### config.mk
export PLATFORM = sky130hd
export DESIGN_NAME = ddr2_config_timing_regs
export DESIGN_NICKNAME = d
export VERILOG_FILES = /design/src/ddr_timing_pkg.sv /design/src/ddr2_config_timing_regs.sv
export SDC_FILE = /design/constraint.sdc
export NUM_CORES = 1
export LEC_CHECK = 0
export CAP_MARGIN = 20
export CORE_MARGIN = 2
export CORE_UTILIZATION = 69
export DETAILED_ROUTE_END_ITERATION = 8
export DONT_BUFFER_PORTS = 1
export HOLD_SLACK_MARGIN = 0.05
export PLACE_DENSITY = 0.86
export SLEW_MARGIN = 25
export SYNTH_ARGS = -nofsm -noshare
export SYNTH_HDL_FRONTEND = slang
export SYNTH_SLANG_ARGS = --single-unit
export TNS_END_PERCENT = 5
### constraint.sdc
create_clock -name clk -period 7.8 [get_ports clk]
set_input_delay 0.78 -clock clk [delete_from_list [all_inputs] [get_ports clk]]
set_output_delay 0.78 -clock clk [all_outputs]
set_load 0.02 [all_outputs]
### src/ddr_timing_pkg.sv
// shared constants and types for the ddr2 configuration and timing block
package ddr_timing_pkg;

  // register byte addresses
  localparam logic [7:0] OFS_GEOMETRY = 8'h00;
  localparam logic [7:0] OFS_TIMING_A = 8'h04;
  localparam logic [7:0] OFS_TIMING_B = 8'h08;
  localparam logic [7:0] OFS_TIMING_C = 8'h0c;
  localparam logic [7:0] OFS_CONTROL = 8'h10;
  localparam logic [7:0] OFS_STATUS = 8'h14;

  // reset values
  localparam logic [31:0] RST_GEOMETRY = 32'h00207024;
  localparam logic [31:0] RST_TIMING_A = 32'h00000000;
  localparam logic [31:0] RST_TIMING_B = 32'h00000000;
  localparam logic [31:0] RST_TIMING_C = 32'h00000000;
  localparam logic [31:0] RST_CONTROL = 32'h00000000;

  // geometry register fields: lsb and width
  localparam int GEO_COL_LSB = 0;
  localparam int GEO_COL_W = 2;
  localparam int GEO_ROW_LSB = 2;
  localparam int GEO_ROW_W = 2;
  localparam int GEO_LAT_LSB = 4;
  localparam int GEO_LAT_W = 3;
  localparam int GEO_DLL_RESET = 7;
  localparam int GEO_DRIVE = 8;
  localparam int GEO_DLL_DIS = 9;
  localparam int GEO_ZQ_LSB = 10;
  localparam int GEO_ZQ_W = 2;
  localparam int GEO_OCD_LSB = 12;
  localparam int GEO_OCD_W = 3;
  localparam int GEO_MASK_SHARED = 16;
  localparam int GEO_RD_MEASURE = 17;
  localparam int GEO_BANKS8 = 20;
  localparam int GEO_DIFF_DIS = 21;
  localparam int GEO_DECODE = 22;
  localparam int GEO_UNALIGNED = 23;
  localparam logic [31:0] GEO_WMASK = 32'h00f37fff;

  // timing register a
  localparam int TA_RAS_LSB = 0;
  localparam int TA_RCD_LSB = 4;
  localparam int TA_WR_LSB = 8;
  localparam int TA_RC_LSB = 12;
  localparam int TA_RP_LSB = 16;
  localparam int TA_RRD_LSB = 20;
  localparam int TA_WTR_LSB = 24;
  localparam int TA_WTR_W = 3;
  localparam int TA_RDC = 27;
  localparam int TA_MRD_LSB = 28;
  localparam int NIB_W = 4;
  // timing register b
  localparam int TB_RFC_LSB = 0;
  localparam int TB_RFC_W = 7;
  localparam int TB_XSNR_LSB = 8;
  localparam int TB_XSRD_LSB = 16;
  localparam int BYTE_W = 8;
  localparam int TB_XP_LSB = 24;
  localparam logic [31:0] TB_WMASK = 32'h0fffff7f;
  // timing register c
  localparam int TC_XARD_LSB = 0;
  localparam int TC_XARDS_LSB = 4;
  localparam int TC_RPA_LSB = 8;
  localparam int TC_RTP_LSB = 12;
  localparam int TC_RTP_W = 3;
  localparam int TC_FAW_LSB = 16;
  localparam logic [31:0] TC_WMASK = 32'h00ff7fff;
  // control register
  localparam int CTL_SLOW_EXIT = 0;

  // base widths for address counts
  localparam logic [4:0] COL_BASE = 5'h08;
  localparam logic [4:0] ROW_BASE = 5'h0b;

  // constraint counter indices
  localparam int C_RAS = 0;
  localparam int C_RCD = 1;
  localparam int C_WR = 2;
  localparam int C_RC = 3;
  localparam int C_RP = 4;
  localparam int C_RRD = 5;
  localparam int C_WTR = 6;
  localparam int C_MRD = 7;
  localparam int C_XP = 8;
  localparam int C_XSRD = 9;
  localparam int C_XSNR = 10;
  localparam int C_RFC = 11;
  localparam int C_RTP = 12;
  localparam int C_RPA = 13;
  localparam int C_XARD = 14;
  localparam int NUM_C = 15;
  localparam int NUM_FAW = 4;

  typedef enum logic [3:0] {
    CMD_NOP, CMD_ACT, CMD_READ, CMD_WRITE, CMD_PRE, CMD_PRE_ALL, CMD_REFRESH,
    CMD_LOAD_MODE, CMD_PD_EXIT, CMD_ACTIVE_PD_EXIT, CMD_SELFREF_EXIT
  } cmd_t;

  typedef struct packed {
    logic valid;
    cmd_t cmd;
    logic [2:0] bank;
  } cmd_req_t;

  typedef struct packed {
    logic [4:0] col_count;
    logic [4:0] row_count;
    logic [2:0] read_latency;
    logic dll_reset_ctl;
    logic drive_strength_sel;
    logic dll_disable;
    logic [1:0] impedance_cal;
    logic [2:0] driver_cal;
    logic mask_shared;
    logic read_measure_en;
    logic bank_count;
    logic diff_strobe_disable;
    logic address_decoding;
    logic unaligned_support;
  } geometry_t;

  typedef struct packed {
    logic [7:0] addr;
    logic [31:0] wdata;
    logic wr;
    logic rd;
  } reg_req_t;

endpackage : ddr_timing_pkg

### src/ddr2_config_timing_regs.sv
// ddr2 configuration and timing registers with a command spacing scheduler
module ddr2_config_timing_regs #(
  parameter int LAT_DEPTH = 8
) (
  input wire logic clk,
  input wire logic reset_n,
  input wire ddr_timing_pkg::reg_req_t reg_req,
  output logic [31:0] reg_rdata,
  input wire ddr_timing_pkg::cmd_req_t cmd_req,
  output ddr_timing_pkg::cmd_req_t cmd_issue,
  output logic read_data_due,
  output ddr_timing_pkg::geometry_t geometry
);

  typedef struct packed {
    logic [31:0] geo;
    logic [31:0] ta;
    logic [31:0] tb;
    logic [31:0] tc;
    logic [31:0] ctl;
    logic [31:0] rdata;
    logic [ddr_timing_pkg::NUM_C-1:0][7:0] cnt;
    logic [ddr_timing_pkg::NUM_FAW-1:0][7:0] faw;
    logic [1:0] faw_ptr;
    logic [LAT_DEPTH-1:0] lat_sh;
    ddr_timing_pkg::cmd_req_t issue;
    logic due;
    ddr_timing_pkg::geometry_t geom;
  } state_t;

  state_t state_q;
  state_t state_d;

  // pick a field of up to eight bits out of a register
  function automatic logic [7:0] fld(input logic [31:0] r, input int lsb, input int w);
    logic [31:0] sh;
    sh = r >> lsb;
    fld = sh[7:0] & 8'((9'h001 << w) - 9'h001);
  endfunction : fld

  // a spacing counter is satisfied from its final cycle onward
  function automatic logic done(input logic [7:0] c);
    done = (c <= 8'h01);
  endfunction : done

  logic [ddr_timing_pkg::NUM_C-1:0] ok;
  logic faw_free;
  logic allow_any;
  logic allow;
  logic take;
  logic [7:0] wtr_load;

  always_comb
  begin
    for (int i = 0; i < ddr_timing_pkg::NUM_C; i++)
    begin
      ok[i] = done(state_q.cnt[i]);
    end
  end

  // four-activate window only applies to eight-bank parts
  always_comb
  begin
    faw_free = !state_q.geo[ddr_timing_pkg::GEO_BANKS8];
    for (int i = 0; i < ddr_timing_pkg::NUM_FAW; i++)
    begin
      if (done(state_q.faw[i]))
      begin
        faw_free = 1'b1;
      end
    end
  end

  // precharge, precharge-all and power-down exit hold off every command except the three exit commands
  assign allow_any = ok[ddr_timing_pkg::C_RP] & ok[ddr_timing_pkg::C_RPA]
    & ok[ddr_timing_pkg::C_XP];

  always_comb
  begin
    allow = 1'b0;
    case (cmd_req.cmd)
      ddr_timing_pkg::CMD_ACT:
      begin
        allow = allow_any & ok[ddr_timing_pkg::C_RRD]
          & ok[ddr_timing_pkg::C_MRD]
          & ok[ddr_timing_pkg::C_RFC]
          & ok[ddr_timing_pkg::C_XSNR]
          & faw_free;
      end
      ddr_timing_pkg::CMD_READ:
      begin
        allow = allow_any & ok[ddr_timing_pkg::C_RCD]
          & ok[ddr_timing_pkg::C_WTR]
          & ok[ddr_timing_pkg::C_XSRD]
          & ok[ddr_timing_pkg::C_XARD];
      end
      ddr_timing_pkg::CMD_WRITE:
      begin
        allow = allow_any & ok[ddr_timing_pkg::C_RCD] & ok[ddr_timing_pkg::C_XSNR];
      end
      ddr_timing_pkg::CMD_PRE, ddr_timing_pkg::CMD_PRE_ALL:
      begin
        allow = allow_any & ok[ddr_timing_pkg::C_RAS]
          & ok[ddr_timing_pkg::C_WR]
          & ok[ddr_timing_pkg::C_RTP]
          & ok[ddr_timing_pkg::C_XSNR];
      end
      ddr_timing_pkg::CMD_REFRESH:
      begin
        allow = allow_any & ok[ddr_timing_pkg::C_RC]
          & ok[ddr_timing_pkg::C_MRD]
          & ok[ddr_timing_pkg::C_RFC]
          & ok[ddr_timing_pkg::C_XSNR];
      end
      ddr_timing_pkg::CMD_LOAD_MODE:
      begin
        allow = allow_any & ok[ddr_timing_pkg::C_XSNR];
      end
      ddr_timing_pkg::CMD_PD_EXIT, ddr_timing_pkg::CMD_ACTIVE_PD_EXIT,
      ddr_timing_pkg::CMD_SELFREF_EXIT:
      begin
        allow = 1'b1;
      end
      default:
      begin
        allow = 1'b0;
      end
    endcase
  end

  assign take = cmd_req.valid & allow;

  // reduced spacing removes the gap only while the field is zero
  always_comb
  begin
    wtr_load = fld(state_q.ta, ddr_timing_pkg::TA_WTR_LSB, ddr_timing_pkg::TA_WTR_W);
    if (wtr_load == 8'h00)
    begin
      wtr_load = state_q.ta[ddr_timing_pkg::TA_RDC] ? 8'h00 : 8'h02;
    end
  end

  always_comb
  begin
    state_d = state_q;
    state_d.rdata = 32'h00000000;

    // register writes
    if (reg_req.wr)
    begin
      if (reg_req.addr == ddr_timing_pkg::OFS_GEOMETRY)
      begin
        state_d.geo = reg_req.wdata & ddr_timing_pkg::GEO_WMASK;
      end
      else if (reg_req.addr == ddr_timing_pkg::OFS_TIMING_A)
      begin
        state_d.ta = reg_req.wdata;
      end
      else if (reg_req.addr == ddr_timing_pkg::OFS_TIMING_B)
      begin
        state_d.tb = reg_req.wdata & ddr_timing_pkg::TB_WMASK;
      end
      else if (reg_req.addr == ddr_timing_pkg::OFS_TIMING_C)
      begin
        state_d.tc = reg_req.wdata & ddr_timing_pkg::TC_WMASK;
      end
      else if (reg_req.addr == ddr_timing_pkg::OFS_CONTROL)
      begin
        state_d.ctl = {31'h00000000, reg_req.wdata[ddr_timing_pkg::CTL_SLOW_EXIT]};
      end
    end

    // register reads, data in the following cycle, unmapped reads zero
    if (reg_req.rd)
    begin
      if (reg_req.addr == ddr_timing_pkg::OFS_GEOMETRY)
      begin
        state_d.rdata = state_q.geo;
      end
      else if (reg_req.addr == ddr_timing_pkg::OFS_TIMING_A)
      begin
        state_d.rdata = state_q.ta;
      end
      else if (reg_req.addr == ddr_timing_pkg::OFS_TIMING_B)
      begin
        state_d.rdata = state_q.tb;
      end
      else if (reg_req.addr == ddr_timing_pkg::OFS_TIMING_C)
      begin
        state_d.rdata = state_q.tc;
      end
      else if (reg_req.addr == ddr_timing_pkg::OFS_CONTROL)
      begin
        state_d.rdata = state_q.ctl;
      end
      else if (reg_req.addr == ddr_timing_pkg::OFS_STATUS)
      begin
        state_d.rdata = {16'h0000, faw_free, ~ok};
      end
    end

    // counters run down every cycle
    for (int i = 0; i < ddr_timing_pkg::NUM_C; i++)
    begin
      if (state_q.cnt[i] != 8'h00)
      begin
        state_d.cnt[i] = state_q.cnt[i] - 8'h01;
      end
    end
    for (int i = 0; i < ddr_timing_pkg::NUM_FAW; i++)
    begin
      if (state_q.faw[i] != 8'h00)
      begin
        state_d.faw[i] = state_q.faw[i] - 8'h01;
      end
    end

    // read latency pipeline
    state_d.lat_sh = {state_q.lat_sh[LAT_DEPTH-2:0], 1'b0};
    state_d.due = state_q.lat_sh[state_q.geo[ddr_timing_pkg::GEO_LAT_LSB +: 3]];

    state_d.issue = '0;
    if (take)
    begin
      state_d.issue = cmd_req;
      case (cmd_req.cmd)
        ddr_timing_pkg::CMD_ACT:
        begin
          state_d.cnt[ddr_timing_pkg::C_RAS] = fld(state_q.ta, ddr_timing_pkg::TA_RAS_LSB,
            ddr_timing_pkg::NIB_W);
          state_d.cnt[ddr_timing_pkg::C_RCD] = fld(state_q.ta, ddr_timing_pkg::TA_RCD_LSB,
            ddr_timing_pkg::NIB_W);
          state_d.cnt[ddr_timing_pkg::C_RC] = fld(state_q.ta, ddr_timing_pkg::TA_RC_LSB,
            ddr_timing_pkg::NIB_W);
          state_d.cnt[ddr_timing_pkg::C_RRD] = fld(state_q.ta, ddr_timing_pkg::TA_RRD_LSB,
            ddr_timing_pkg::NIB_W);
          if (state_q.geo[ddr_timing_pkg::GEO_BANKS8])
          begin
            state_d.faw[state_q.faw_ptr] = fld(state_q.tc, ddr_timing_pkg::TC_FAW_LSB,
              ddr_timing_pkg::BYTE_W);
            state_d.faw_ptr = state_q.faw_ptr + 2'h1;
          end
        end
        ddr_timing_pkg::CMD_READ:
        begin
          state_d.cnt[ddr_timing_pkg::C_RTP] = fld(state_q.tc, ddr_timing_pkg::TC_RTP_LSB,
            ddr_timing_pkg::TC_RTP_W);
          state_d.lat_sh[0] = 1'b1;
        end
        ddr_timing_pkg::CMD_WRITE:
        begin
          state_d.cnt[ddr_timing_pkg::C_WR] = fld(state_q.ta, ddr_timing_pkg::TA_WR_LSB,
            ddr_timing_pkg::NIB_W);
          state_d.cnt[ddr_timing_pkg::C_WTR] = wtr_load;
        end
        ddr_timing_pkg::CMD_PRE:
        begin
          state_d.cnt[ddr_timing_pkg::C_RP] = fld(state_q.ta, ddr_timing_pkg::TA_RP_LSB,
            ddr_timing_pkg::NIB_W);
        end
        ddr_timing_pkg::CMD_PRE_ALL:
        begin
          state_d.cnt[ddr_timing_pkg::C_RPA] = fld(state_q.tc, ddr_timing_pkg::TC_RPA_LSB,
            ddr_timing_pkg::NIB_W);
        end
        ddr_timing_pkg::CMD_REFRESH:
        begin
          state_d.cnt[ddr_timing_pkg::C_RFC] = fld(state_q.tb, ddr_timing_pkg::TB_RFC_LSB,
            ddr_timing_pkg::TB_RFC_W);
        end
        ddr_timing_pkg::CMD_LOAD_MODE:
        begin
          state_d.cnt[ddr_timing_pkg::C_MRD] = fld(state_q.ta, ddr_timing_pkg::TA_MRD_LSB,
            ddr_timing_pkg::NIB_W);
        end
        ddr_timing_pkg::CMD_PD_EXIT:
        begin
          state_d.cnt[ddr_timing_pkg::C_XP] = fld(state_q.tb, ddr_timing_pkg::TB_XP_LSB,
            ddr_timing_pkg::NIB_W);
        end
        ddr_timing_pkg::CMD_ACTIVE_PD_EXIT:
        begin
          if (state_q.ctl[ddr_timing_pkg::CTL_SLOW_EXIT])
          begin
            state_d.cnt[ddr_timing_pkg::C_XARD] = fld(state_q.tc,
              ddr_timing_pkg::TC_XARDS_LSB, ddr_timing_pkg::NIB_W);
          end
          else
          begin
            state_d.cnt[ddr_timing_pkg::C_XARD] = fld(state_q.tc,
              ddr_timing_pkg::TC_XARD_LSB, ddr_timing_pkg::NIB_W);
          end
        end
        ddr_timing_pkg::CMD_SELFREF_EXIT:
        begin
          state_d.cnt[ddr_timing_pkg::C_XSRD] = fld(state_q.tb, ddr_timing_pkg::TB_XSRD_LSB,
            ddr_timing_pkg::BYTE_W);
          state_d.cnt[ddr_timing_pkg::C_XSNR] = fld(state_q.tb, ddr_timing_pkg::TB_XSNR_LSB,
            ddr_timing_pkg::BYTE_W);
        end
        default:
        begin
          state_d.issue = '0;
        end
      endcase
    end

    // geometry and mode bits presented to the memory side
    state_d.geom.col_count = ddr_timing_pkg::COL_BASE
      + 5'(fld(state_q.geo, ddr_timing_pkg::GEO_COL_LSB, ddr_timing_pkg::GEO_COL_W));
    state_d.geom.row_count = ddr_timing_pkg::ROW_BASE
      + 5'(fld(state_q.geo, ddr_timing_pkg::GEO_ROW_LSB, ddr_timing_pkg::GEO_ROW_W));
    state_d.geom.read_latency = state_q.geo[ddr_timing_pkg::GEO_LAT_LSB +: 3];
    state_d.geom.dll_reset_ctl = state_q.geo[ddr_timing_pkg::GEO_DLL_RESET];
    state_d.geom.drive_strength_sel = state_q.geo[ddr_timing_pkg::GEO_DRIVE];
    state_d.geom.dll_disable = state_q.geo[ddr_timing_pkg::GEO_DLL_DIS];
    state_d.geom.impedance_cal = state_q.geo[ddr_timing_pkg::GEO_ZQ_LSB +: 2];
    state_d.geom.driver_cal = state_q.geo[ddr_timing_pkg::GEO_OCD_LSB +: 3];
    state_d.geom.mask_shared = state_q.geo[ddr_timing_pkg::GEO_MASK_SHARED];
    state_d.geom.read_measure_en = state_q.geo[ddr_timing_pkg::GEO_RD_MEASURE];
    state_d.geom.bank_count = state_q.geo[ddr_timing_pkg::GEO_BANKS8];
    state_d.geom.diff_strobe_disable = state_q.geo[ddr_timing_pkg::GEO_DIFF_DIS];
    state_d.geom.address_decoding = state_q.geo[ddr_timing_pkg::GEO_DECODE];
    state_d.geom.unaligned_support = state_q.geo[ddr_timing_pkg::GEO_UNALIGNED];
  end

  always_ff @(posedge clk or negedge reset_n)
  begin
    if (!reset_n)
    begin
      state_q <= '0;
      state_q.geo <= ddr_timing_pkg::RST_GEOMETRY;
      state_q.ta <= ddr_timing_pkg::RST_TIMING_A;
      state_q.tb <= ddr_timing_pkg::RST_TIMING_B;
      state_q.tc <= ddr_timing_pkg::RST_TIMING_C;
      state_q.ctl <= ddr_timing_pkg::RST_CONTROL;
      state_q.geom <= '0;
    end
    else
    begin
      state_q <= state_d;
    end
  end

  assign reg_rdata = state_q.rdata;
  assign cmd_issue = state_q.issue;
  assign read_data_due = state_q.due;
  assign geometry = state_q.geom;

endmodule : ddr2_config_timing_regs

Word-level counts from Yosys, hierarchy flattened
Cells that the tools add are included.
{ "classes": {"eq_ne": 15, "n_mux": 57, "n_lt_le_gt_ge": 22, "n_addsub": 22, "n_reduce_logical": 32, "bitwise_logic": 27} }
{ "op_table": {"columns": ["cell", "n"], "rows": [
  ["8-bit two-way mux", 32],
  ["154-bit two-way mux", 1],
  ["8-bit by 1-bit <= comparator with 1-bit output (second input constant)", 19],
  ["8-bit nonzero test", 19],
  ["8-bit by 1-bit subtractor with 8-bit output (second input constant)", 19],
  ["32-bit two-way mux", 3],
  ["50-bit two-way mux", 1],
  ["16-bit two-way mux", 3],
  ["34-bit two-way mux", 1],
  ["32-bit bitwise mux", 1],
  ["28-bit two-way mux", 1],
  ["24-bit two-way mux", 1],
  ["1-bit AND", 22],
  ["8-bit demux with 2-bit select", 1],
  ["4-bit by 3-bit == test with 1-bit output (second input constant)", 4],
  ["8-bit by 4-bit == test with 1-bit output (second input constant)", 2],
  ["8-bit by 5-bit == test with 1-bit output (second input constant)", 2],
  ["8-bit logical NOT", 2],
  ["15-bit inverter", 1],
  ["4-bit == test (second input constant)", 3],
  ["4-bit by 2-bit adder with 5-bit output (first input constant)", 2],
  ["10-bit OR reduction", 1],
  ["9-bit two-way mux", 1],
  ["4-bit by 2-bit == test with 1-bit output (second input constant)", 2],
  ["other kinds (22)", 31]
]} }
{ "word_totals": {"reg_bits": 334, "elab_cells": 220, "in_bits": 52} }

Longest topological paths before layout
{ "logic_depth": {"word_depth": 12, "mapped_depth": 10, "ltp_nobuf": 8} }

Least setup slack after synthesis
Ideal clock, no wire load.
{ "synth_timing": {"path_type": "input to register", "startpoint": "in cmd_req[5] (netlist bit)", "endpoint": "reg state_q[102] (netlist bit)", "stages": 7, "arrival_ns": 2.967, "required_ns": 7.672, "setup_ns": 0.128, "path_slack_ns": 4.705, "path_cell_list": "or4b_4 -> nor4b_4 -> nand4_4 -> a2111oi_2 -> o311ai_1 -> buf_2 -> mux2_1"} }
{ "synth_rtl": {"columns": ["element", "line_no", "text"], "rows": [
  ["start, declared", "ddr2_config_timing_regs.sv:9", "input wire ddr_timing_pkg::cmd_req_t cmd_req,"],
  ["end signal, assigned", "ddr2_config_timing_regs.sv:341", "state_q <= state_d;"],
  ["end, declared", "ddr2_config_timing_regs.sv:31", "state_t state_q;"]
]} }

==> run_results.csv <==
group,metric,value,unit
run_status,outcome,"complete, but fails checks",
run_status,violations,"negative hold slack",
finish,final_cell_mix,"dfrtp_1, mux2_2, nor2_1, nand2_1, o21ai_0",
detailed_routing,route.detailed.drc,0,
floorplan,ioPinCount,120,
run,cap_violations,0,
global_routing,track_usage,0.3016,
synthesis,postSynthAreaPerCell,10.96,sq um
timing,finalSetupViolCount,0,
global_routing,grt_max_degree,331,
setup_path,path_delay_family,"simple AND/OR/NAND/NOR gates",
detailed_routing,firstDrtPassIters,8,
setup_path,worst-path-buf-inv,1,
setup_path,max_stage_delay,850,ps
detailed_routing,drtAntennaViolNets,0,
clock_network,worstSkewPairLatency,520,ps
placement,port_buffers,0,
synthesis,synth_warnings,0,
clock_network,cts_setup_buffers,0,
clock_network,clkTransAtPathRegs,70,ps
clock_network,cts-buffers-inserted,34,
finish,final_common_cell,"dfrtp_1",
pwr,p_comb_frac,0.243,
synthesis,async_flop_share,1.000,
placement,dpl_worst_slack,4141,ps
floorplan,die_y,158.0,um
timing,rsz0062_at_grt,"false",
global_routing,grt_overflow_total,0,
detailed_routing,wl_per_cell,20.88,um
synthesis,syn_area,16370,sq um
placement,finalWeightedCongestion,0.8771,
clock_network,cts_resized,0,
setup_path,path_class,"reg -> reg",
synthesis,synth_enable_flop_cells,0,
clock_network,cts.sinks,330,
pwr,power,5.093,mW
pwr,seqPwrFrac,0.430,
detailed_routing,finalWirelength,37090,um
setup_path,crit_fanout,15,
placement,dp_hpwl,24570,um
floorplan,die_w,158.0,um
synthesis,synth_cells,1494,
timing,setup_ws,4064,ps
timing,fmax,267.7,MHz
finish,drive_gt1_frac,0.1593,
setup_path,cp_cell_sequence,"or4_1 -> nor4_1 -> nand4_1 -> a31oi_2 -> o311ai_4 -> buf_6 -> mux2_1",
clock_network,cts_tree,"done",
pwr,p_sw,1.571,mW
detailed_routing,via_count,11280,
timing,whs,-32.29,ps
setup_path,end_kind,"flop",
pwr,leakage,8.006,nW
pwr,ir_worst_vdd,186.1,uV
finish,fin_nets,1528,
floorplan,std_cell_rows,56,
clock_network,cts_root_buf,"clkbuf_16",
timing,hold_viol_final,6,
setup_path,crit_path_top_delay_cell,"a31oi_2",
global_routing,antenna_found_initial,1,
setup_path,start_kind,"flop",
timing,finClkSkew,16.84,ps
min_path,hp-class,"in -> async",
pwr,pwr-share-clk,0.327,
floorplan,start_util,0.6996,
clock_network,htreeDepth,2,
pwr,powerDensity,293.7,nW/um^2
finish,syn_to_final_growth,5.923,%
timing,setup_tns,0,ps
timing,fin_crit,3736,ps
timing,tightest_slew,1026,ps
global_routing,grt_pass1_wl,59090,um
global_routing,grt_pass1_vias,11330,
detailed_routing,drt-vias-per-instance,6.350,
detailed_routing,drt_iter0_markers,1046,
floorplan,coreArea,23400,sq um
setup_path,critPathArrivalTime,4130,ps
synthesis,synth-seq-cells,330,
timing,fin_crit_sh,0.4790,
synthesis,ys.flop_type,"dfrtp_1",
synthesis,ys_types,65,
floorplan,die_area,24980,sq um
timing,relSlewSlack,0.3103,
setup_path,crit_required,8200,ps
synthesis,seq_area_frac_synth,0.5049,
pwr,swShare,0.3085,
clock_network,clockBufferDepth,3,
timing,drv_slew,0,
pwr,cellInternalPower,3.522,mW
[path summary, 6_finish.rpt]
path,start,endpoint,slack (ps),cells past startpoint
min reg2reg,state_d[41],state_d[42],380,0
min in group clk,state_d[41],state_d[42],380,0
max reg2reg,state_q[98],state_q[86],4060,7
min,reset_n,geometry[20],-30,0
max in group asynchronous,reset_n,state_q[123],7230,0
max,state_q[98],state_q[86],4060,7
[layer usage]
metal	up-vias	GRT usage	wire length [um]
met5	-	0	0
met4	0	0.1369	1472
met3	108	0.06187	2351
met2	413	0.5043	18380
met1	5671	0.3806	14880
li1	5086	-	-
[registers in the layout, indices dropped and copies added, names as in the netlist]
name           count
state_q          242
reg_rdata         32
state_d           24
geometry          23
cmd_issue          8
read_data_due      1
[power by group through the flow]
stage	sequential (mW)	combinational [mW]	clock (mW)
after floorplan	2.14	1.00	0
after global placement	2.19	1.13	0
after detailed placement	2.21	1.20	0
after CTS	2.18	1.22	1.68
after global routing	2.22	1.39	1.75
final	2.19	1.24	1.67
[final cells by class]
class,count,area (sq um)
fillers,1535,6061
multi-input cells,994,7232
repair buffers,9,68.82
clock buffers,49,978.4
well taps,319,399.1
clock inverters,11,158.9
flip-flops and latches,330,8265
diodes,1,2.502
inverters,63,236.5
[cell usage after synthesis, types with 8 or more instances]
cell type | number | area share
nand3_1 | 27 | 0.0083
mux2i_1 | 30 | 0.018
a221oi_1 | 8 | 0.0043
dfrtp_1 | 324 | 0.50
xnor2_1 | 58 | 0.031
mux2_2 | 140 | 0.096
a22oi_1 | 17 | 0.0078
xor2_1 | 39 | 0.021
inv_1 | 63 | 0.014
a21oi_1 | 45 | 0.014
a21boi_0 | 23 | 0.011
nor2_1 | 109 | 0.025
ha_1 | 44 | 0.034
buf_4 | 68 | 0.031
o31ai_1 | 21 | 0.0096
nor3_1 | 51 | 0.016
and3_1 | 23 | 0.0088
clkbuf_1 | 29 | 0.0066
nand4_1 | 9 | 0.0034
nand2_1 | 107 | 0.025
nor3b_1 | 8 | 0.0037
nor4_1 | 28 | 0.011
o21ai_0 | 86 | 0.026
mux2_1 | 15 | 0.010
o211ai_1 | 9 | 0.0041
[metrics by stage]
step                cell area, sq um    util  instances
floorplan                      16380       -       1496
CTS                            17330  0.7406       1774
detailed placement             16190  0.6920       1714
global placement               16180  0.6914       1713
finish                         17340  0.7410       1776
global route                   17340  0.7409       1775
[logic make-up after synthesis]
| kind of cell | synth area share |
|---|---|
| and+or+nand+nor | 0.1228 |
| xor gates and xnor gates | 0.05189 |
| AOI/OAI and AO/OA | 0.1031 |
| DFF | 0.5049 |
| muxes | 0.1277 |
| buffers and inverters | 0.05556 |
| adders and majority gates | 0.03363 |
| other | 0.0004587 |
Power figures use the tool's default switching activity.
